$ cat config.mk
export PLATFORM = sky130hd
export DESIGN_NAME = tph_host_if
export DESIGN_NICKNAME = d
export VERILOG_FILES = /design/src/tph_host_if.v /design/src/tph_mem.v
export VERILOG_INCLUDE_DIRS = /design/src
export SDC_FILE = /design/constraint.sdc
export NUM_CORES = 1
export LEC_CHECK = 0
export ABC_CLOCK_PERIOD_IN_PS = 5400
export BUFFER_PORTS_ARGS = -buffer_cell sky130_fd_sc_hd__buf_2
export CAP_MARGIN = 20
export CORE_ASPECT_RATIO = 1.5
export CORE_MARGIN = 3
export CORE_UTILIZATION = 30
export CTS_CLUSTER_DIAMETER = 80
export DETAILED_ROUTE_END_ITERATION = 7
export SYNTH_ARGS = -nofsm -noshare
export SYNTH_HDL_FRONTEND = slang
export SYNTH_SLANG_ARGS = --single-unit
$ cat constraint.sdc
create_clock -name i_sys_clk -period 5.4 [get_ports i_sys_clk]
set_clock_uncertainty 0.2 [all_clocks]
set_input_delay 0.81 -clock i_sys_clk [delete_from_list [all_inputs] [get_ports i_sys_clk]]
set_output_delay 0.81 -clock i_sys_clk [all_outputs]
set_load 0.02 [all_outputs]
$ cat src/tph_defines.vh
// Shared constants of the touch host interface and mode control block
`ifndef TPH_DEFINES_VH
`define TPH_DEFINES_VH

// ************************************************************
// Clock and timing
// ************************************************************
`define TPH_CLK_HZ       100000000
`define TPH_MS_PER_S     1000
`define TPH_INIT_MS      200

// ************************************************************
// Scan rates in frames per second
// ************************************************************
`define TPH_ACT_FPS      8'h64
`define TPH_MON_FPS      8'h19

// ************************************************************
// Operating modes
// ************************************************************
`define TPH_MODE_ACTIVE  2'h0
`define TPH_MODE_MONITOR 2'h1
`define TPH_MODE_HIBER   2'h2

// ************************************************************
// Host visible byte map and bus address
// ************************************************************
`define TPH_REG_MODE     4'h0
`define TPH_REG_ACT_RATE 4'h1
`define TPH_REG_MON_RATE 4'h2
`define TPH_REG_TOUCH    4'h3
`define TPH_I2C_ADDR     7'h2a
`define TPH_BITS_BYTE    4'h8

`endif

$ cat src/tph_host_if.v
// Touch controller host interface: I2C target, interrupt, reset and mode sequencer
`timescale 1ns/1ps
`default_nettype none
`include "tph_defines.vh"

module tph_host_if #(
  parameter        CLK_HZ      = `TPH_CLK_HZ,
  parameter [6:0]  DEV_ADDR    = `TPH_I2C_ADDR,
  parameter        INIT_CYCLES = `TPH_INIT_MS * (`TPH_CLK_HZ / `TPH_MS_PER_S)
) (
  input  wire       i_sys_clk,
  input  wire       i_reset,
  input  wire       i_chip_reset_n,
  input  wire       i_scl,
  input  wire       i_sda,
  output reg        o_sda,
  output reg        o_sda_oe,
  output reg        o_int_n,
  input  wire       i_frame_done,
  input  wire       i_touch_found,
  input  wire [7:0] i_touch_data,
  output reg        o_scan_start,
  output reg        o_presence_only,
  output reg        o_power_down,
  output reg  [1:0] o_mode,
  output reg        o_cfg_wr,
  output reg  [3:0] o_cfg_addr,
  output reg  [7:0] o_cfg_data
);

  localparam [2:0] ST_IDLE  = 3'b000;
  localparam [2:0] ST_ADDR  = 3'b001;
  localparam [2:0] ST_AACK  = 3'b010;
  localparam [2:0] ST_WDATA = 3'b011;
  localparam [2:0] ST_WACK  = 3'b100;
  localparam [2:0] ST_RDATA = 3'b101;
  localparam [2:0] ST_RACK  = 3'b110;

  // Level accepted once the second and third stages agree
  function filt;
    input s2;
    input s3;
    input q;
    begin
      filt = (s2 == s3) ? s2 : q;
    end
  endfunction

  // ************************************************************
  // Pin synchronisers
  // ************************************************************
  reg [2:0] scl_sync;
  reg [2:0] sda_sync;
  reg [2:0] rst_sync;
  reg       scl_q;
  reg       sda_q;
  reg       scl_d;
  reg       sda_d;
  reg       rst_n_q;

  always @(posedge i_sys_clk or posedge i_reset) begin
    if (i_reset) begin
      scl_sync <= 3'h7;
      sda_sync <= 3'h7;
      rst_sync <= 3'h0;
      scl_q    <= 1'b1;
      sda_q    <= 1'b1;
      scl_d    <= 1'b1;
      sda_d    <= 1'b1;
      rst_n_q  <= 1'b0;
    end else begin
      scl_sync <= {scl_sync[1:0], i_scl};
      sda_sync <= {sda_sync[1:0], i_sda};
      rst_sync <= {rst_sync[1:0], i_chip_reset_n};
      scl_q    <= filt(scl_sync[1], scl_sync[2], scl_q);
      sda_q    <= filt(sda_sync[1], sda_sync[2], sda_q);
      rst_n_q  <= filt(rst_sync[1], rst_sync[2], rst_n_q);
      scl_d    <= scl_q;
      sda_d    <= sda_q;
    end
  end

  // Low level on the reset pin resets the I2C target and the sequencer; scan rates return to defaults, memory bytes and touch_byte keep their values
  wire soft_rst = ~rst_n_q;

  wire scl_rise = scl_q & ~scl_d;
  wire scl_fall = ~scl_q & scl_d;
  wire bus_start = scl_q & scl_d & sda_d & ~sda_q;
  wire bus_stop  = scl_q & scl_d & ~sda_d & sda_q;

  // ************************************************************
  // Shared state between the I2C target and the sequencer
  // ************************************************************
  reg  [7:0] touch_byte;
  reg        touch_read;
  wire [7:0] mem_rd;
  reg  [3:0] ptr;
  wire       if_open = (o_mode == `TPH_MODE_ACTIVE);

  tph_mem #(
    .AW (4),
    .DW (8)
  ) u_mem (
    .i_sys_clk (i_sys_clk),
    .i_reset   (i_reset),
    .i_wr_en   (o_cfg_wr),
    .i_wr_addr (o_cfg_addr),
    .i_wr_data (o_cfg_data),
    .i_rd_addr (ptr),
    .o_rd_data (mem_rd)
  );

  wire [7:0] rd_byte = (ptr == `TPH_REG_TOUCH) ? touch_byte : mem_rd;

  // ************************************************************
  // I2C target
  // ************************************************************
  reg [2:0] state;
  reg [7:0] sr;
  reg [7:0] tx;
  reg [3:0] bitcnt;
  reg       rw;
  reg       first;
  reg       host_ack;
  reg       sent_touch;

  always @(posedge i_sys_clk or posedge i_reset) begin
    if (i_reset) begin
      state      <= ST_IDLE;
      sr         <= 8'h00;
      tx         <= 8'h00;
      bitcnt     <= 4'h0;
      rw         <= 1'b0;
      first      <= 1'b0;
      host_ack   <= 1'b0;
      sent_touch <= 1'b0;
      ptr        <= 4'h0;
      touch_read <= 1'b0;
      o_sda      <= 1'b0;
      o_sda_oe   <= 1'b0;
      o_cfg_wr   <= 1'b0;
      o_cfg_addr <= 4'h0;
      o_cfg_data <= 8'h00;
    end else if (soft_rst) begin
      state      <= ST_IDLE;
      bitcnt     <= 4'h0;
      ptr        <= 4'h0;
      touch_read <= 1'b0;
      o_sda_oe   <= 1'b0;
      o_cfg_wr   <= 1'b0;
    end else begin
      o_cfg_wr   <= 1'b0;
      touch_read <= 1'b0;
      o_sda      <= 1'b0;
      if (bus_start) begin
        // Start or repeated start ends any packet and opens a new one
        state    <= ST_ADDR;
        bitcnt   <= 4'h0;
        o_sda_oe <= 1'b0;
      end else if (bus_stop) begin
        state    <= ST_IDLE;
        o_sda_oe <= 1'b0;
      end else begin
        case (state)
          ST_IDLE: begin
            o_sda_oe <= 1'b0;
          end
          ST_ADDR: begin
            if (scl_rise) begin
              sr     <= {sr[6:0], sda_q};
              bitcnt <= bitcnt + 4'h1;
            end else if (scl_fall && bitcnt == `TPH_BITS_BYTE) begin
              // Address in bits 7..1, direction in bit 0
              if (sr[7:1] == DEV_ADDR && if_open) begin
                o_sda_oe <= 1'b1;
                rw       <= sr[0];
                state    <= ST_AACK;
              end else begin
                state <= ST_IDLE;
              end
            end
          end
          ST_AACK: begin
            if (scl_fall) begin
              if (rw) begin
                o_sda_oe   <= ~rd_byte[7];
                tx         <= {rd_byte[6:0], 1'b0};
                sent_touch <= (ptr == `TPH_REG_TOUCH);
                ptr        <= ptr + 4'h1;
                bitcnt     <= 4'h1;
                state      <= ST_RDATA;
              end else begin
                o_sda_oe <= 1'b0;
                first    <= 1'b1;
                bitcnt   <= 4'h0;
                state    <= ST_WDATA;
              end
            end
          end
          ST_WDATA: begin
            if (scl_rise) begin
              sr     <= {sr[6:0], sda_q};
              bitcnt <= bitcnt + 4'h1;
            end else if (scl_fall && bitcnt == `TPH_BITS_BYTE) begin
              o_sda_oe <= 1'b1;
              first    <= 1'b0;
              if (first) begin
                ptr <= sr[3:0];
              end else begin
                // Parameter byte passed to the front end and stored
                o_cfg_wr   <= 1'b1;
                o_cfg_addr <= ptr;
                o_cfg_data <= sr;
                ptr        <= ptr + 4'h1;
              end
              state <= ST_WACK;
            end
          end
          ST_WACK: begin
            if (scl_fall) begin
              o_sda_oe <= 1'b0;
              bitcnt   <= 4'h0;
              state    <= ST_WDATA;
            end
          end
          ST_RDATA: begin
            if (scl_fall) begin
              if (bitcnt == `TPH_BITS_BYTE) begin
                o_sda_oe <= 1'b0;
                state    <= ST_RACK;
              end else begin
                o_sda_oe <= ~tx[7];
                tx       <= {tx[6:0], 1'b0};
                bitcnt   <= bitcnt + 4'h1;
              end
            end
          end
          ST_RACK: begin
            if (scl_rise) begin
              host_ack   <= ~sda_q;
              // Touch byte fully delivered to the host
              touch_read <= sent_touch;
            end else if (scl_fall) begin
              if (host_ack) begin
                o_sda_oe   <= ~rd_byte[7];
                tx         <= {rd_byte[6:0], 1'b0};
                sent_touch <= (ptr == `TPH_REG_TOUCH);
                ptr        <= ptr + 4'h1;
                bitcnt     <= 4'h1;
                state      <= ST_RDATA;
              end else begin
                state <= ST_IDLE;
              end
            end
          end
          default: begin
            state    <= ST_IDLE;
            o_sda_oe <= 1'b0;
          end
        endcase
      end
    end
  end

  // ************************************************************
  // Mode sequencer, frame timing and interrupt
  // ************************************************************
  reg  [31:0] init_cnt;
  reg         init_done;
  reg  [7:0]  act_rate;
  reg  [7:0]  mon_rate;
  reg  [31:0] acc;
  reg         data_ready;
  wire [7:0]  rate    = (o_mode == `TPH_MODE_MONITOR) ? mon_rate : act_rate;
  wire [31:0] acc_sum = acc + {24'h000000, rate};
  wire        tick    = (acc_sum >= CLK_HZ);
  wire        new_data = i_frame_done && i_touch_found && init_done &&
                         (o_mode == `TPH_MODE_ACTIVE);

  always @(posedge i_sys_clk or posedge i_reset) begin
    if (i_reset) begin
      init_cnt        <= 32'h00000000;
      init_done       <= 1'b0;
      act_rate        <= `TPH_ACT_FPS;
      mon_rate        <= `TPH_MON_FPS;
      acc             <= 32'h00000000;
      data_ready      <= 1'b0;
      touch_byte      <= 8'h00;
      o_mode          <= `TPH_MODE_ACTIVE;
      o_int_n         <= 1'b1;
      o_scan_start    <= 1'b0;
      o_presence_only <= 1'b0;
      o_power_down    <= 1'b0;
    end else if (soft_rst) begin
      // Held in reset; wakes into active mode with defaults
      init_cnt        <= 32'h00000000;
      init_done       <= 1'b0;
      act_rate        <= `TPH_ACT_FPS;
      mon_rate        <= `TPH_MON_FPS;
      acc             <= 32'h00000000;
      data_ready      <= 1'b0;
      o_mode          <= `TPH_MODE_ACTIVE;
      o_int_n         <= 1'b1;
      o_scan_start    <= 1'b0;
      o_presence_only <= 1'b0;
      o_power_down    <= 1'b0;
    end else begin
      if (!init_done) begin
        if (init_cnt >= INIT_CYCLES - 1) begin
          init_done <= 1'b1;
        end else begin
          init_cnt <= init_cnt + 32'h00000001;
        end
      end
      if (o_mode == `TPH_MODE_HIBER) begin
        // Powered down: nothing but the reset pin acts
        acc          <= 32'h00000000;
        o_scan_start <= 1'b0;
      end else begin
        // Rate accumulator gives one frame per CLK_HZ / rate cycles
        acc          <= tick ? (acc_sum - CLK_HZ) : acc_sum;
        o_scan_start <= tick && init_done;
      end
      if (o_cfg_wr && o_mode != `TPH_MODE_HIBER) begin
        case (o_cfg_addr)
          `TPH_REG_MODE: begin
            if (o_cfg_data[1:0] != 2'h3) begin
              o_mode <= o_cfg_data[1:0];
            end
          end
          `TPH_REG_ACT_RATE: begin
            if (o_cfg_data != 8'h00) begin
              act_rate <= o_cfg_data;
            end
          end
          `TPH_REG_MON_RATE: begin
            if (o_cfg_data != 8'h00) begin
              mon_rate <= o_cfg_data;
            end
          end
          default: begin
            act_rate <= act_rate;
          end
        endcase
      end else if (o_mode == `TPH_MODE_MONITOR && i_frame_done && i_touch_found) begin
        o_mode <= `TPH_MODE_ACTIVE;
      end
      if (new_data) begin
        touch_byte <= i_touch_data;
      end
      // New data wins over a read that clears in the same cycle
      if (new_data) begin
        data_ready <= 1'b1;
      end else if (touch_read) begin
        data_ready <= 1'b0;
      end
      o_int_n         <= ~(data_ready && init_done);
      o_presence_only <= (o_mode == `TPH_MODE_MONITOR);
      o_power_down    <= (o_mode == `TPH_MODE_HIBER);
    end
  end

endmodule // tph_host_if

`default_nettype wire

$ cat src/tph_mem.v
// Small byte memory holding host written parameters, registered read
`timescale 1ns/1ps
`default_nettype none

module tph_mem #(
  parameter AW = 4,
  parameter DW = 8
) (
  input  wire          i_sys_clk,
  input  wire          i_reset,
  input  wire          i_wr_en,
  input  wire [AW-1:0] i_wr_addr,
  input  wire [DW-1:0] i_wr_data,
  input  wire [AW-1:0] i_rd_addr,
  output reg  [DW-1:0] o_rd_data
);

  reg [DW-1:0] mem [0:(1<<AW)-1];

  // ************************************************************
  // Write port
  // ************************************************************
  always @(posedge i_sys_clk) begin
    if (i_wr_en) begin
      mem[i_wr_addr] <= i_wr_data;
    end
  end

  // ************************************************************
  // Registered read port
  // ************************************************************
  always @(posedge i_sys_clk or posedge i_reset) begin
    if (i_reset) begin
      o_rd_data <= {DW{1'b0}};
    end else begin
      o_rd_data <= mem[i_rd_addr];
    end
  end

endmodule // tph_mem

`default_nettype wire

Word level (Yosys, flattened, before mapping)
Memory sizes are Yosys's and may differ from the RTL's. A register that Yosys moved wholly into a read port is not among the register bits.
Cells that the tools add are included.

operators by class
  order comparisons = 2
  bitwise gates (word level) = 18
  equality and inequality tests = 71
  muxes and demuxes = 123
  reduce and logical (&&, ||, !) cells = 34
  $add $sub $neg = 5

operator list
  kind                                                                      number
  32-bit 2-to-1 mux                                                         6
  8-bit 2-to-1 mux                                                          16
  4-bit 2-to-1 mux                                                          22
  5-bit inequality test (second input constant)                             12
  1-bit 2-to-1 mux                                                          51
  3-bit 2-to-1 mux                                                          15
  11-bit AND reduction                                                      3
  32-bit by 1-bit adder with 32-bit output (second input constant)          1
  32-bit by 8-bit adder with 32-bit output                                  1
  32-bit by 25-bit >= comparator with 1-bit output (second input constant)  1
  32-bit by 27-bit >= comparator with 1-bit output (second input constant)  1
  2-bit inequality test (second input constant)                             16
  4-bit inequality test (second input constant)                             8
  32-bit by 27-bit subtractor with 32-bit output (second input constant)    1
  3-bit inequality test (second input constant)                             8
  8-bit one-hot mux with 3 select lines                                     1
  3-bit one-hot mux with 7 select lines                                     1
  4-bit one-hot mux with 5 select lines                                     1
  10-bit AND reduction                                                      2
  7-bit AND reduction                                                       2
  2-bit 2-to-1 mux                                                          6
  4-bit one-hot mux with 3 select lines                                     1
  1-bit NOT                                                                 11
  1-bit logical AND                                                         10
  32 further kinds                                                          56

storage, ports and cells
  bits in writable memories = 128
  output and inout bits = 21
  logic and storage cells = 288
  bits of input ports = 15
  register bits after elaboration = 156
  memories kept = 1

memory list
  name       depth  width  rd ports  clocked after memory_dff  write ports  RTL line      RTL
  u_mem.mem  16     8      1         1                         1            tph_mem.v:18  reg [DW-1:0] mem [0:(1<<AW)-1];

Longest topological paths before layout
Gate-level depths: netlist of run 1.

  depth after elaboration = 10
  gate-level depth with buffers = 20
  depth with buffers taken out = 18

Modules after synthesis
Synthesis of run 1 repeated with hierarchy kept, for this count alone.

unflattened totals
  cell total of the unflattened synthesis = 1128
  area total of the unflattened synthesis = 13735.7 um^2

by module, submodules not included
  module       times used  sequential area each (um^2)  cells each  area each (um^2)
  tph_host_if  1           3900.0                       898         8544.4
  tph_mem      1           4043.9                       230         5191.2

Least setup slack after synthesis of run 1
Ideal clock, no wire load.

  path type = reg2reg
  from = reg o_mode[1]
  to = reg acc[29]
  arrival time = 4247 ps
  clock period less this slack = 4582 ps
  required time = 5065 ps
  cell stages (with the launch flop) = 19
  library setup time = 135 ps
  buffers on the path = 2
  slack = 818 ps
  path through = dfrtp_1 > nand2b_1 > clkbuf_1 > mux2_2 > ha_1 > o211ai_1 > nor3_2 > or2_2 > a22oi_2 > ha_1 > nand4b_1 > a211oi_1 > nand4_1 > a31oi_1 > o211ai_4 > and2_1 > buf_6 > nor4_1 > nor3_2

between the ends
  cells in the longest elaborated chain, start to end = 7
  elaborated cells between the ends (all ways) = 9
  classes of those cells = add/sub (2); order compare (1); eq/ne (2); mux (4)

RTL lines
  element                                                                                                                    RTL line                              RTL
  start, declared                                                                                                            tph_host_if.v:25                      output reg [1:0] o_mode,
  start signal, assigned                                                                                                     tph_host_if.v:289                     o_mode <= `TPH_MODE_ACTIVE;
  start signal, assigned                                                                                                     tph_host_if.v:302                     o_mode <= `TPH_MODE_ACTIVE;
  start signal, assigned                                                                                                     tph_host_if.v:328                     o_mode <= o_cfg_data[1:0];
  2-bit by 1-bit equality test with 1-bit output (no line)                                                                   --
  8-bit 2-to-1 mux                                                                                                           tph_host_if.v:274                     wire [7:0] rate = (o_mode == `TPH_MODE_MONITOR) ? mon_rate : act_rate;
  32-bit by 8-bit adder with 32-bit output                                                                                   tph_host_if.v:275                     wire [31:0] acc_sum = acc + {24'h000000, rate};
  32-bit by 27-bit subtractor with 32-bit output / 32-bit by 27-bit >= comparator with 1-bit output (equally long branches)  tph_host_if.v:321, tph_host_if.v:276
  32-bit 2-to-1 mux                                                                                                          tph_host_if.v:321                     acc <= tick ? (acc_sum - CLK_HZ) : acc_sum;
  32-bit 2-to-1 mux *                                                                                                        tph_host_if.v:315                     if (o_mode == `TPH_MODE_HIBER) begin
  32-bit 2-to-1 mux *                                                                                                        tph_host_if.v:294                     end else if (soft_rst) begin
  end signal, assigned                                                                                                       tph_host_if.v:321
  end, declared                                                                                                              tph_host_if.v:272                     reg [31:0] acc;

Every way passes the cells marked *; elsewhere a longest branch is shown, timed or not.
A chain may end at the register's enable or synchronous reset.

Worst setup path after layout of run 1
  from = reg o_mode[1]
  to = reg acc[27]

The elaborated chain is that of the path after synthesis.

==> results of run 1 <==
[stage by stage]
step	total power (W)	std cells	setup slack, ns	instance area [um2]	hold WS (ns)
2_1_floorplan	0.00266	1105	0.0132	13700	0.131
3_3_place_gp	0.00275	1688	0.688	14500	0.158
3_5_place_dp	0.00275	1688	0.498	14500	0.162
4_1_cts	0.00478	1739	0.467	15500	0.122
5_1_grt	0.00490	1740	0.0974	15500	0.133
6_report	0.00472	1740	0.458	15500	0.148
[registers in the layout, summed over array words and instances, names as in the netlist, 3 cells and up]
name,flops
u_mem.mem,128
acc,32
init_cnt,32
act_rate,8
mon_rate,8
o_cfg_data,8
sr,8
touch_byte,8
u_mem.o_rd_data,8
tx,7
bitcnt,4
o_cfg_addr,4
ptr,4
rst_sync,3
scl_sync,3
sda_sync,3
state,3
[cell usage in the layout, fill, tap and decap left out, drive strengths merged, types with 8 or more instances in the layout]
| cell type | synthesis | routed |
|---|---|---|
| a211oi | 9 | 9 |
| a21oi | 39 | 39 |
| and2 | 13 | 13 |
| and3 | 21 | 21 |
| buf | 20 | 57 |
| clkbuf | 35 | 36 |
| dfrtp | 146 | 146 |
| dfstp | 17 | 17 |
| edfxtp | 128 | 128 |
| ha | 14 | 14 |
| inv | 19 | 23 |
| mux2 | 37 | 37 |
| mux2i | 10 | 10 |
| mux4 | 40 | 40 |
| nand2 | 95 | 95 |
| nand2b | 10 | 10 |
| nand3 | 40 | 40 |
| nand4 | 18 | 18 |
| nor2 | 96 | 96 |
| nor2b | 16 | 16 |
| nor3 | 35 | 35 |
| o211ai | 8 | 8 |
| o21ai | 57 | 57 |
| o22ai | 8 | 8 |
| xnor2 | 26 | 26 |
| xor2 | 32 | 32 |
[Yosys cell counts, types with 8 or more instances]
cell        n
nor2_1     93
and3_1     21
nand4_1    17
edfxtp_1  128
a21oi_1    37
mux2_2     37
nand3_1    36
nor3_1     30
clkbuf_1   35
xor2_1     32
mux2i_1    10
dfstp_2    17
mux4_2     40
ha_1       14
o22ai_1     8
and2_1     13
xnor2_1    26
o21ai_0    53
nor2b_1    16
nand2_1    94
nand2b_1   10
inv_1      19
dfrtp_1   146
buf_2       8
[power by group through the flow]
stage / Clock (W) / Combinational, W / Sequential, W
2_1_floorplan: 0 / 0.000242 / 0.00242
3_3_place_gp: 0 / 0.000315 / 0.00243
3_5_place_dp: 0 / 0.000320 / 0.00243
4_1_cts: 0.00206 / 0.000321 / 0.00239
5_1_grt: 0.00215 / 0.000358 / 0.00239
6_report: 0.00201 / 0.000319 / 0.00239
[per-layer routing]
layer  up-vias  global-route usage (%)
li1       4159                       -
met1      4505                    14.7
met2       144                    25.1
met3        44                    1.52
met4         0                    3.61
met5         -                       0
[worst paths after layout]
check | depth (start not counted) | start | endpoint | slack [ns]
setup / recovery | 17 | o_mode[1]$_DFFE_PP0P_ | acc[27]$_DFF_PP0_ | 0.46
hold / removal | 1 | i_sda | sda_sync[0]$_DFF_PP1_ | 0.15
setup reg to reg | 17 | o_mode[1]$_DFFE_PP0P_ | acc[27]$_DFF_PP0_ | 0.46
hold reg to reg | 0 | sda_sync[1]$_DFF_PP1_ | sda_sync[2]$_DFF_PP1_ | 0.17
max in group asynchronous | 3 | i_reset | sda_d$_DFF_PP1_ | 3.60
min in group asynchronous | 2 | i_reset | o_presence_only$_DFF_PP0_ | 0.24
[worst register-to-register path: stages, from the launching register on]
cell      delay, ns
dfrtp_1        0.46
nand2b_1       0.40
mux2_2         0.39
ha_1           0.36
o211ai_1       0.17
nor3_2         0.30
or2_2          0.20
nand2_1        0.07
a22oi_2        0.34
ha_1           0.21
nand4b_1       0.09
a211oi_1       0.24
nand4_1        0.14
a31oi_1        0.29
o211ai_4       0.18
and2_1         0.30
nor4_1         0.38
nor3_2         0.09
[logic make-up (layout without fill, tap and decap cells)]
family | after synthesis | count (layout) | synth area share, %
AO/OA/AOI/OAI | 183 | 183 | 8.87
XOR/XNOR | 58 | 58 | 3.71
adder cells (fa/ha/maj) | 18 | 18 | 1.65
buffers and inverters | 75 | 128 | 2.40
flip-flops | 291 | 291 | 58.0
multiplexers | 87 | 87 | 10.4
other | 1 | 1 | 0.0274
AND/OR/NAND/NOR | 392 | 392 | 15.0
[area by class of cell]
type	count	share of cell area (%)
Tap cell	582	4.71
Multi-Input combinational cell	739	35.1
Timing Repair Buffer	57	2.24
Inverter	20	0.518
Sequential cell	291	51.4
Clock inverter	15	1.12
Clock buffer	36	4.93
==> reports/qor.yml, run 1 <==
critical_path:
  cp_data_required_time_ns: 5.63
  start_kind: "flop"
  cp_num_buf_inv: 0
  arrival_ns: 5.17
  crit_path_end_kind: "flop"
  worstPathCellList: "nand2b_1, mux2_2, ha_1, o211ai_1, nor3_2, or2_2, nand2_1, a22oi_2, ha_1, nand4b_1, a211oi_1, nand4_1, a31oi_1, o211ai_4, and2_1, nor4_1, nor3_2"
  critPathKind: "flop to flop"
  cp_max_fo: 10
  crit_path_max_incr_delay_ns: 0.46
  crit_slowest_cell: "dfrtp_1"
  crit_family: "simple AND/OR/NAND/NOR gates"
global_routing:
  grt_pass1_wl_um: 50100
  grtUsageTotal_pct: 12.8
  grt_pass1_vias: 9004
  grt_max_degree: 101
  antenna_found_initial: 0
  overflow: 0
final_layout:
  syn_to_final_growth_pct: 13.0
  ff_latch_area_um2: 7950
  fin_nets: 1168
  diodes: 0
  drive_above_1_share_pct: 19.9
  n_fill_cell: 4414
  final_util_pct: 34.4
  multiInputGateArea_um2: 5430
logic_synthesis:
  synthesis.nets: 1135
  seq_area_frac_synth_pct: 58.0
  syn_area_um2: 13700
  synthFlopType: "dfrtp_1"
  syn_inst: 1105
  netlist_top_cells_area: "edfxtp_1 28%, dfrtp_1 27%, mux4_2 6.6%"
  synth_top_area_share_pct: 28.1
  synth_edf_count: 128
  syn_area_per_cell_um2: 12.4
  synthDistinctLibCells: 86
  async_reset_ff_share_pct: 56.0
  yosys.area.top_type: "edfxtp_1"
  synth_warnings: 0
  ys_seq_elements: 291
place:
  io_buffers: 34
  place.gp.congestion: 0.860
  dp_hpwl_um: 21200
timing:
  setup_tns_ns: 0
  fin_crit_ns: 4.94
  slew_headroom_pct: 36.8
  rsz0062_at_grt: "false"
  slew_violations: 0
  fin_crit_sh_pct: 91.5
  max_freq_ghz: 0.202
  hold_viol: 0
  tightest_slew_ns: 0.948
  setup_viol: 0
die:
  num_rows: 95
  core_region_area_um2: 44900
  dieHeight_um: 268
  initial_core_util_pct: 30.5
  ios: 36
  dieArea_um2: 48300
  die_w_um: 180
route:
  via_per_inst: 5.09
  drtPass1Iterations: 5
  drtIter0Drc: 562
  drc_errors: 0
  drt-met1-wl_um: 12500
  route.top_layer_used: "met4"
  drt-total-wl_um: 31500
  wl_per_cell_um: 18.1
  ant_nets: 0
  wl_met3_um: 954
  vias: 8852
  route.met2.wl_um: 17400
cts:
  cts_resized: 0
  postCtsSetupBuffers: 0
  cts_htree_levels: 1
  cts.root.buffer_cell: "clkbuf_16"
  numCtsBuffers: 29
  cts.clk_slew.worst_paths_ns: 0.07
  cts_max_path_buffers: 3
  clock_latency_ns: 0.56
  clkSinkCount: 291
  hold_buffers: 0
  cts_tree: "built"
power:
  p_leak_nw: 5.49
  pwr-share-clk_pct: 42.6
  internal-power_w: 0.00361
  seq_power_share_pct: 50.6
  swShare_pct: 23.4
  p_switching_w: 0.00111
  ir_worst_vdd_uv: 229
  power.density_nw_per_um2: 305
  p_comb_share_pct: 6.8
outcome:
  outcome: "finished clean"
job:
  cap_violations: 0
min_path:
  hp-class: "input port to flop"
No activity file was read; power rests on OpenSTA's default activity.
==> run 2, diff against run 1 <==
Settings changed: ABC_AREA set to 1.
==> run 2 against run 1 <==
Utilization down 0.13 points. Sequential power about the same. Setup slack better by 0.20 ns. Fmax up 4.2%. Combinational power up 84%. Worst hold slack worse by 0.013 ns. Routed wire length up 34%. Sequential cell count unchanged. Final cell count up 42%. First-iteration DRC count up 41%. Via count up 37%. Synthesized area up 8.6%. Largest cell class unchanged. Highest routed layer unchanged.
==> reports/qor.yml, run 2 <==
power:
  p_leak_nw: 6.64  # was 5.49 nW
  ir_worst_vdd_uv: 247  # was 229 uV
  power.density_nw_per_um2: 303  # was 305 nW/um2
  pwr-share-clk_pct: 40.8  # was 42.6%
  swShare_pct: 26.6  # was 23.4%
  internal-power_w: 0.00371  # was 0.00361 W
  p_comb_share_pct: 11.6  # was 6.8%
  p_switching_w: 0.00135  # was 0.00111 W
  seq_power_share_pct: 47.6  # was 50.6%
timing:
  rsz0062_at_grt: "false"  # unchanged
  hold_viol: 0  # unchanged
  max_freq_ghz: 0.211  # was 0.202 GHz
  fin_crit_sh_pct: 87.8  # was 91.5%
  fin_crit_ns: 4.74  # was 4.94 ns
  tightest_slew_ns: 0.977  # was 0.948 ns
  slew_violations: 0  # unchanged
  hold_ws_ns: 0.135  # was 0.148 ns
  slew_headroom_pct: 34.9  # was 36.8%
  setup_viol: 0  # unchanged
  setup_tns_ns: 0  # unchanged
logic_synthesis:
  netlist_top_cells_area: "edfxtp_1 26%, dfrtp_1 25%, nand2_1 11%"  # was edfxtp_1 28%, dfrtp_1 27%, mux4_2 6.6%
  synthDistinctLibCells: 52  # was 86
  syn_inst: 1757  # was 1,105
  synthTopCellsByCount: "440 x nand2_1, 252 x nor2_1, 154 x inv_1, 146 x dfrtp_1, 143 x o21ai_0"  # was 146 x dfrtp_1, 128 x edfxtp_1, 94 x nand2_1, 93 x nor2_1, 53 x o21ai_0
  synth_most_common_cell: "nand2_1"  # was dfrtp_1
  ys_seq_elements: 291  # unchanged
  syn_area_per_cell_um2: 8.46  # was 12.4 um2
  synth_top_area_share_pct: 25.9  # was 28.1%
  syn_area_um2: 14900  # was 13,700 um2
  synthesis.nets: 1787  # was 1,135
  synth_warnings: 0  # unchanged
  synth_edf_count: 128  # unchanged
  yosys.area.top_type: "edfxtp_1"  # unchanged
  synthFlopType: "dfrtp_1"  # unchanged
  seq_area_frac_synth_pct: 53.4  # was 58.0%
  async_reset_ff_share_pct: 56.0  # unchanged
route:
  drtIter0Drc: 794  # was 562
  ant_nets: 0  # unchanged
  via_per_inst: 4.93  # was 5.09
  wl_per_cell_um: 17.1  # was 18.1 um
  drt-total-wl_um: 42100  # was 31,500 um
  vias: 12151  # was 8,852
  drc_errors: 0  # unchanged
  drtPass1Iterations: 6  # was 5
die:
  num_rows: 99  # was 95
  initial_core_util_pct: 30.5  # about the same
  dieHeight_um: 279  # was 268 um
  ios: 36  # unchanged
  core_region_area_um2: 48800  # was 44,900 um2
  die_w_um: 188  # was 180 um
  dieArea_um2: 52300  # was 48,300 um2
cts:
  cts_resized: 0  # unchanged
  hold_buffers: 0  # unchanged
  cts_max_path_buffers: 3  # unchanged
  cts_tree: "built"  # unchanged
  clock_latency_ns: 0.57  # was 0.56 ns
  numCtsBuffers: 30  # was 29
  clkSinkCount: 291  # unchanged
  cts.root.buffer_cell: "clkbuf_16"  # unchanged
  postCtsSetupBuffers: 0  # unchanged
  cts.clk_slew.worst_paths_ns: 0.07  # about the same
  cts_htree_levels: 1  # unchanged
critical_path:
  reg2reg_from: "o_mode[1]$_DFFE_PP0P_"  # unchanged
  regToRegSetupSlack_ns: 0.66  # was 0.46 ns
  arrival_ns: 4.98  # was 5.17 ns
  crit_path_end_kind: "flop"  # unchanged
  reg2reg_to: "acc[8]$_DFF_PP0_"  # was acc[27]$_DFF_PP0_
  crit_slowest_cell: "dfrtp_1"  # unchanged
  cp_max_fo: 42  # was 10
  crit_family: "simple AND/OR/NAND/NOR gates"  # unchanged
  cp_num_buf_inv: 4  # was 0
  r2r_cells: 26  # was 17
  critPathKind: "flop to flop"  # unchanged
  cp_data_required_time_ns: 5.64  # was 5.63 ns
  start_kind: "flop"  # unchanged
  crit_path_max_incr_delay_ns: 0.40  # was 0.46 ns
final_layout:
  diodes: 0  # unchanged
  largest_register_ffs: 128  # unchanged
  reg_top3: "u_mem.mem: 128 flops, acc: 32 flops, init_cnt: 32 flops"  # unchanged
  n_fill_cell: 5000  # was 4,414
  syn_to_final_growth_pct: 12.5  # was 13.0%
  final_cell_mix: "440 x nand2_1, 252 x nor2_1, 152 x inv_1"  # was 145 x dfrtp_1, 128 x edfxtp_1, 94 x nand2_1
  drive_above_1_share_pct: 10.1  # was 19.9%
  fin_nets: 1813  # was 1,168
  final_common_cell: "nand2_1"  # was dfrtp_1
  largest-register: "u_mem.mem"  # unchanged
place:
  dp_hpwl_um: 30300  # was 21,200 um
  io_buffers: 34  # unchanged
  place.gp.congestion: 0.913  # was 0.860
global_routing:
  antenna_found_initial: 0  # unchanged
  grt_max_degree: 164  # was 101
  grtUsageTotal_pct: 15.9  # was 12.8%
  grt_pass1_wl_um: 66800  # was 50,100 um
  grt_pass1_vias: 12140  # was 9,004
  overflow: 0  # unchanged
min_path:
  worstHoldEndpoint: "rst_sync[0]$_DFF_PP0_"  # was sda_sync[0]$_DFF_PP1_
  hold_depth: 1  # unchanged
  hp-class: "input port to flop"  # unchanged
  hp-start: "i_chip_reset_n"  # was i_sda
job:
  cap_violations: 0  # unchanged
outcome:
  outcome: "finished clean"  # unchanged
run 2: cell types whose count changed after synthesis, moves of 16 or more:
cell	before	now
nand2_1	94	440
nor2_1	93	252
inv_1	19	154
o21ai_0	53	143
nand3_1	36	117
mux4_2	40	0
mux2_2	37	9
nand2_2	1	24
o221ai_1	0	22
and3_1	21	0
xnor2_1	26	9
nor2b_1	16	0
run 2: area by class of cell:
class	instances	area (um2)	share of cell area (%)
multi-input combinational	1243	6050	36.1
tap	656	821	4.91
inverter	169	639	3.82
sequential	291	7950	47.5
clock inverter	13	161	0.965
clock buffer	43	810	4.84
timing repair buffer	48	308	1.84
run 2: how the worst max path moves through the flow:
stage,from,cells after the start,to
floorplan,i_reset,1,acc[0]$_DFF_PP0_
global placement,o_mode[1]$_DFFE_PP0P_,26,acc[8]$_DFF_PP0_
detailed placement,o_mode[1]$_DFFE_PP0P_,26,acc[8]$_DFF_PP0_
CTS,o_mode[1]$_DFFE_PP0P_,26,acc[8]$_DFF_PP0_
global route,o_mode[1]$_DFFE_PP0P_,26,acc[8]$_DFF_PP0_
finish,o_mode[1]$_DFFE_PP0P_,26,acc[8]$_DFF_PP0_
run 2: routing by layer:
layer	up-vias	track usage [%]	routed length, um
met5	-	0	0
met4	0	8.26	2320
met3	109	1.52	1530
met2	289	30.4	22600
met1	5835	17.1	15700
li1	5918	-	-
run 2: logic make-up after synthesis:
family                     synth area share [%]
AOI/OAI and AO/OA                          10.0
xor gates and xnor gates                   1.83
adders and majority gates                  1.51
buffers and inverters                      5.89
DFF                                        53.4
muxes                                     0.682
other                                    0.0252
and+or+nand+nor                            26.6
run 2: power by group through the flow:
stage,clock network (W),registers (W),logic [W]
final,0.00206,0.00241,0.000588
after global routing,0.00220,0.00242,0.000657
after CTS,0.00212,0.00241,0.000588
after detailed placement,0,0.00246,0.000587
after global placement,0,0.00245,0.000577
after floorplan,0,0.00243,0.000394
run 2: metrics by stage:
stage                     total power [W]  worst slack [ns]  util, %  cell area, um2  cells
final                             0.00506             0.657     34.3           16700   2463
after global routing              0.00528             0.233     34.3           16700   2463
after CTS                         0.00512             0.647     34.2           16700   2462
after detailed placement          0.00304             0.692     32.2           15700   2406
after global placement            0.00303             0.906     32.2           15700   2406
after floorplan                   0.00283            0.0132        -           14900   1757
==> run 3, diff against run 2 <==
Settings changed: ABC_CLOCK_PERIOD_IN_PS 5400 to 4850, CTS_BUF_LIST set to sky130_fd_sc_hd__clkbuf_16, REMOVE_ABC_BUFFERS set to 1.
Clock period 5.4 ns to 4.85 ns, I/O delays scaled along.
==> run 3 against run 2 <==
Clock power rose by 8%. Register-to-register slack got worse by 0.17 ns. Routed wire length shrank 2.9%. Worst hold slack got worse by 0.073 ns. Total power increased by 9.8%. Critical path type unchanged. Die area is the same.
==> reports/qor.yml, run 3 (synthesis gave the netlist of run 2 again) <==
outcome:
  outcome: "finished clean"  # unchanged
cts:
  clkSinkCount: 291  # unchanged
  cts_max_path_buffers: 3  # unchanged
  cts.clk_slew.worst_paths_ns: 0.07  # about the same
  cts.root.buffer_cell: "clkbuf_16"  # unchanged
  numCtsBuffers: 30  # unchanged
  cts_tree: "built"  # unchanged
  postCtsSetupBuffers: 0  # unchanged
  hold_buffers: 0  # unchanged
  cts_htree_levels: 1  # unchanged
  cts_resized: 0  # unchanged
  clock_latency_ns: 0.57  # about the same
final_layout:
  multiInputGateArea_um2: 6060  # was 6050 um2
  syn_to_final_growth_pct: 12.4  # was 12.5%
  fin_nets: 1815  # was 1,813
  final_cell_mix: "440 x nand2_1, 252 x nor2_1, 156 x inv_1"  # was 440 x nand2_1, 252 x nor2_1, 152 x inv_1
  diodes: 0  # unchanged
  largest_register_ffs: 128  # unchanged
  design_area_um2: 16700  # about the same
  final_common_cell: "nand2_1"  # unchanged
  drive_above_1_share_pct: 10.5  # was 10.1%
  largest-register: "u_mem.mem"  # unchanged
  ff_latch_area_um2: 7950  # unchanged
  reg_top3: "u_mem.mem: 128 flops, acc: 32 flops, init_cnt: 32 flops"  # unchanged
  n_fill_cell: 5111  # was 5,000
global_routing:
  grt_pass1_wl_um: 65100  # was 66,800 um
  gr-usage-met3_pct: 1.93  # was 1.52%
  grt_max_degree: 86  # was 164
  grt_pass1_vias: 12065  # was 12,140
  grtUsageTotal_pct: 15.4  # was 15.9%
  overflow: 0  # unchanged
  grt-busiest-layer: "met2"  # unchanged
  antenna_found_initial: 0  # unchanged
  use_met1_pct: 16.9  # was 17.1%
  grtUsageMet2_pct: 28.8  # was 30.4%
timing:
  tightest_slew_ns: 1.04  # was 0.977 ns
  max_freq_ghz: 0.229  # was 0.211 GHz
  slew_headroom_pct: 30.7  # was 34.9%
  fin_crit_ns: 4.37  # was 4.74 ns
  fin_crit_sh_pct: 90.0  # was 87.8%
  setup_viol: 0  # unchanged
  hold_viol: 0  # unchanged
  slew_violations: 0  # unchanged
  rsz0062_at_grt: "false"  # unchanged
die:
  num_rows: 99  # unchanged
  core_region_area_um2: 48800  # unchanged
  ios: 36  # unchanged
  initial_core_util_pct: 30.5  # unchanged
  die_w_um: 188  # unchanged
  dieArea_um2: 52300  # unchanged
  dieHeight_um: 279  # unchanged
critical_path:
  cp_data_required_time_ns: 5.06  # was 5.64 ns
  arrival_ns: 4.57  # was 4.98 ns
  crit_path_end_kind: "flop"  # unchanged
  critPathKind: "flop to flop"  # unchanged
  crit_slowest_cell: "fa_1"  # was dfrtp_1
  crit_path_max_incr_delay_ns: 0.41  # was 0.40 ns
  cp_max_fo: 42  # unchanged
  start_kind: "flop"  # unchanged
  regToRegSetupSlack_ns: 0.48  # was 0.66 ns
power:
  power.density_nw_per_um2: 333  # was 303 nW/um2
  power_w: 0.00556  # was 0.00506 W
  p_leak_nw: 6.64  # about the same
  ir_worst_vdd_uv: 214  # was 247 uV
route:
  via_per_inst: 4.89  # was 4.93
  drt-total-wl_um: 40900  # was 42,100 um
  drc_errors: 0  # unchanged
  wl_per_cell_um: 16.6  # was 17.1 um
  drtIter0Drc: 691  # was 794
  vias: 12052  # was 12,151
  ant_nets: 0  # unchanged
  drtPass1Iterations: 5  # was 6
place:
  place.gp.congestion: 0.886  # was 0.913
  place_area_um2: 15800  # was 15,700 um2
  dp_hpwl_um: 29600  # was 30,300 um
  io_buffers: 34  # unchanged
job:
  cap_violations: 0  # unchanged
min_path:
  hp-class: "input port to async pin"  # was input port to flop
[run 3: changes by cell type in the layout (fill, tap and decap cells not counted), sizes merged]
| cell | delta |
|---|---|
| clkinvlp | +5 |
| clkbuf | -11 |
| clkinv | +4 |
| bufinv | -2 |
| inv | +4 |
| buf | +2 |
[run 3: stage by stage]
step	TNS, ns	hold WS [ns]	util [%]	setup slack, ns	instances
finish	0	0.0618	34.2	0.484	2465
global route	0	0.0464	34.2	0.00695	2465
CTS	0	0.0379	34.2	0.397	2465
detailed placement	0	0.148	32.3	0.428	2409
global placement	0	0.146	32.3	0.572	2409
floorplan	-66.33	0.131	-	-0.454	1703
[run 3: final timing paths]
| path | cells past startpoint | end | start |
|---|---|---|---|
| worst max register to register | 26 | acc[8]$_DFF_PP0_ | o_mode[1]$_DFFE_PP0P_ |
| worst min register to register | 0 | scl_sync[1]$_DFF_PP1_ | scl_sync[0]$_DFF_PP1_ |
| worst min-delay path | 2 | acc[31]$_DFF_PP0_ | i_reset |
| max in group asynchronous | 3 | scl_sync[0]$_DFF_PP1_ | i_reset |
| min in group i_sys_clk | 1 | scl_sync[0]$_DFF_PP1_ | i_scl |
| worst max-delay path | 26 | acc[8]$_DFF_PP0_ | o_mode[1]$_DFFE_PP0P_ |
[run 3: power by group]
| part | total (W) | leakage (nW) | switching, W | internal, W |
|---|---|---|---|---|
| clock | 0.00222 | 0.470 | 0.000983 | 0.00124 |
| combinational | 0.000634 | 3.12 | 0.000464 | 0.000170 |
| sequential | 0.00270 | 3.05 | 0.0000671 | 0.00263 |
[run 3: per-layer routing]
| layer | part of all wire [%] | routed length (um) | vias to the layer above |
|---|---|---|---|
| met5 | 0 | 0 | - |
| met4 | 5.8 | 2380 | 0 |
| met3 | 3.6 | 1460 | 113 |
| met2 | 52 | 21300 | 276 |
| met1 | 38 | 15800 | 5745 |
| li1 | - | - | 5918 |
[run 3: worst max-delay path: cells and delay by family (launching register included)]
| kind | cells | cell delay (ns) |
|---|---|---|
| simple gates | 16 | 1.74 |
| xor+xnor | 1 | 0.33 |
| fa+ha+maj | 2 | 0.63 |
| buf+inv | 5 | 0.62 |
| flops | 1 | 0.39 |
| compound gates | 2 | 0.29 |
[run 3: layout make-up]
cell class	count	share of cell area (%)
Multi-Input combinational cell	1243	36.2
Tap cell	656	4.91
Sequential cell	291	47.5
Clock buffer	32	4.79
Inverter	169	3.83
Clock inverter	24	0.883
Timing Repair Buffer	50	1.81
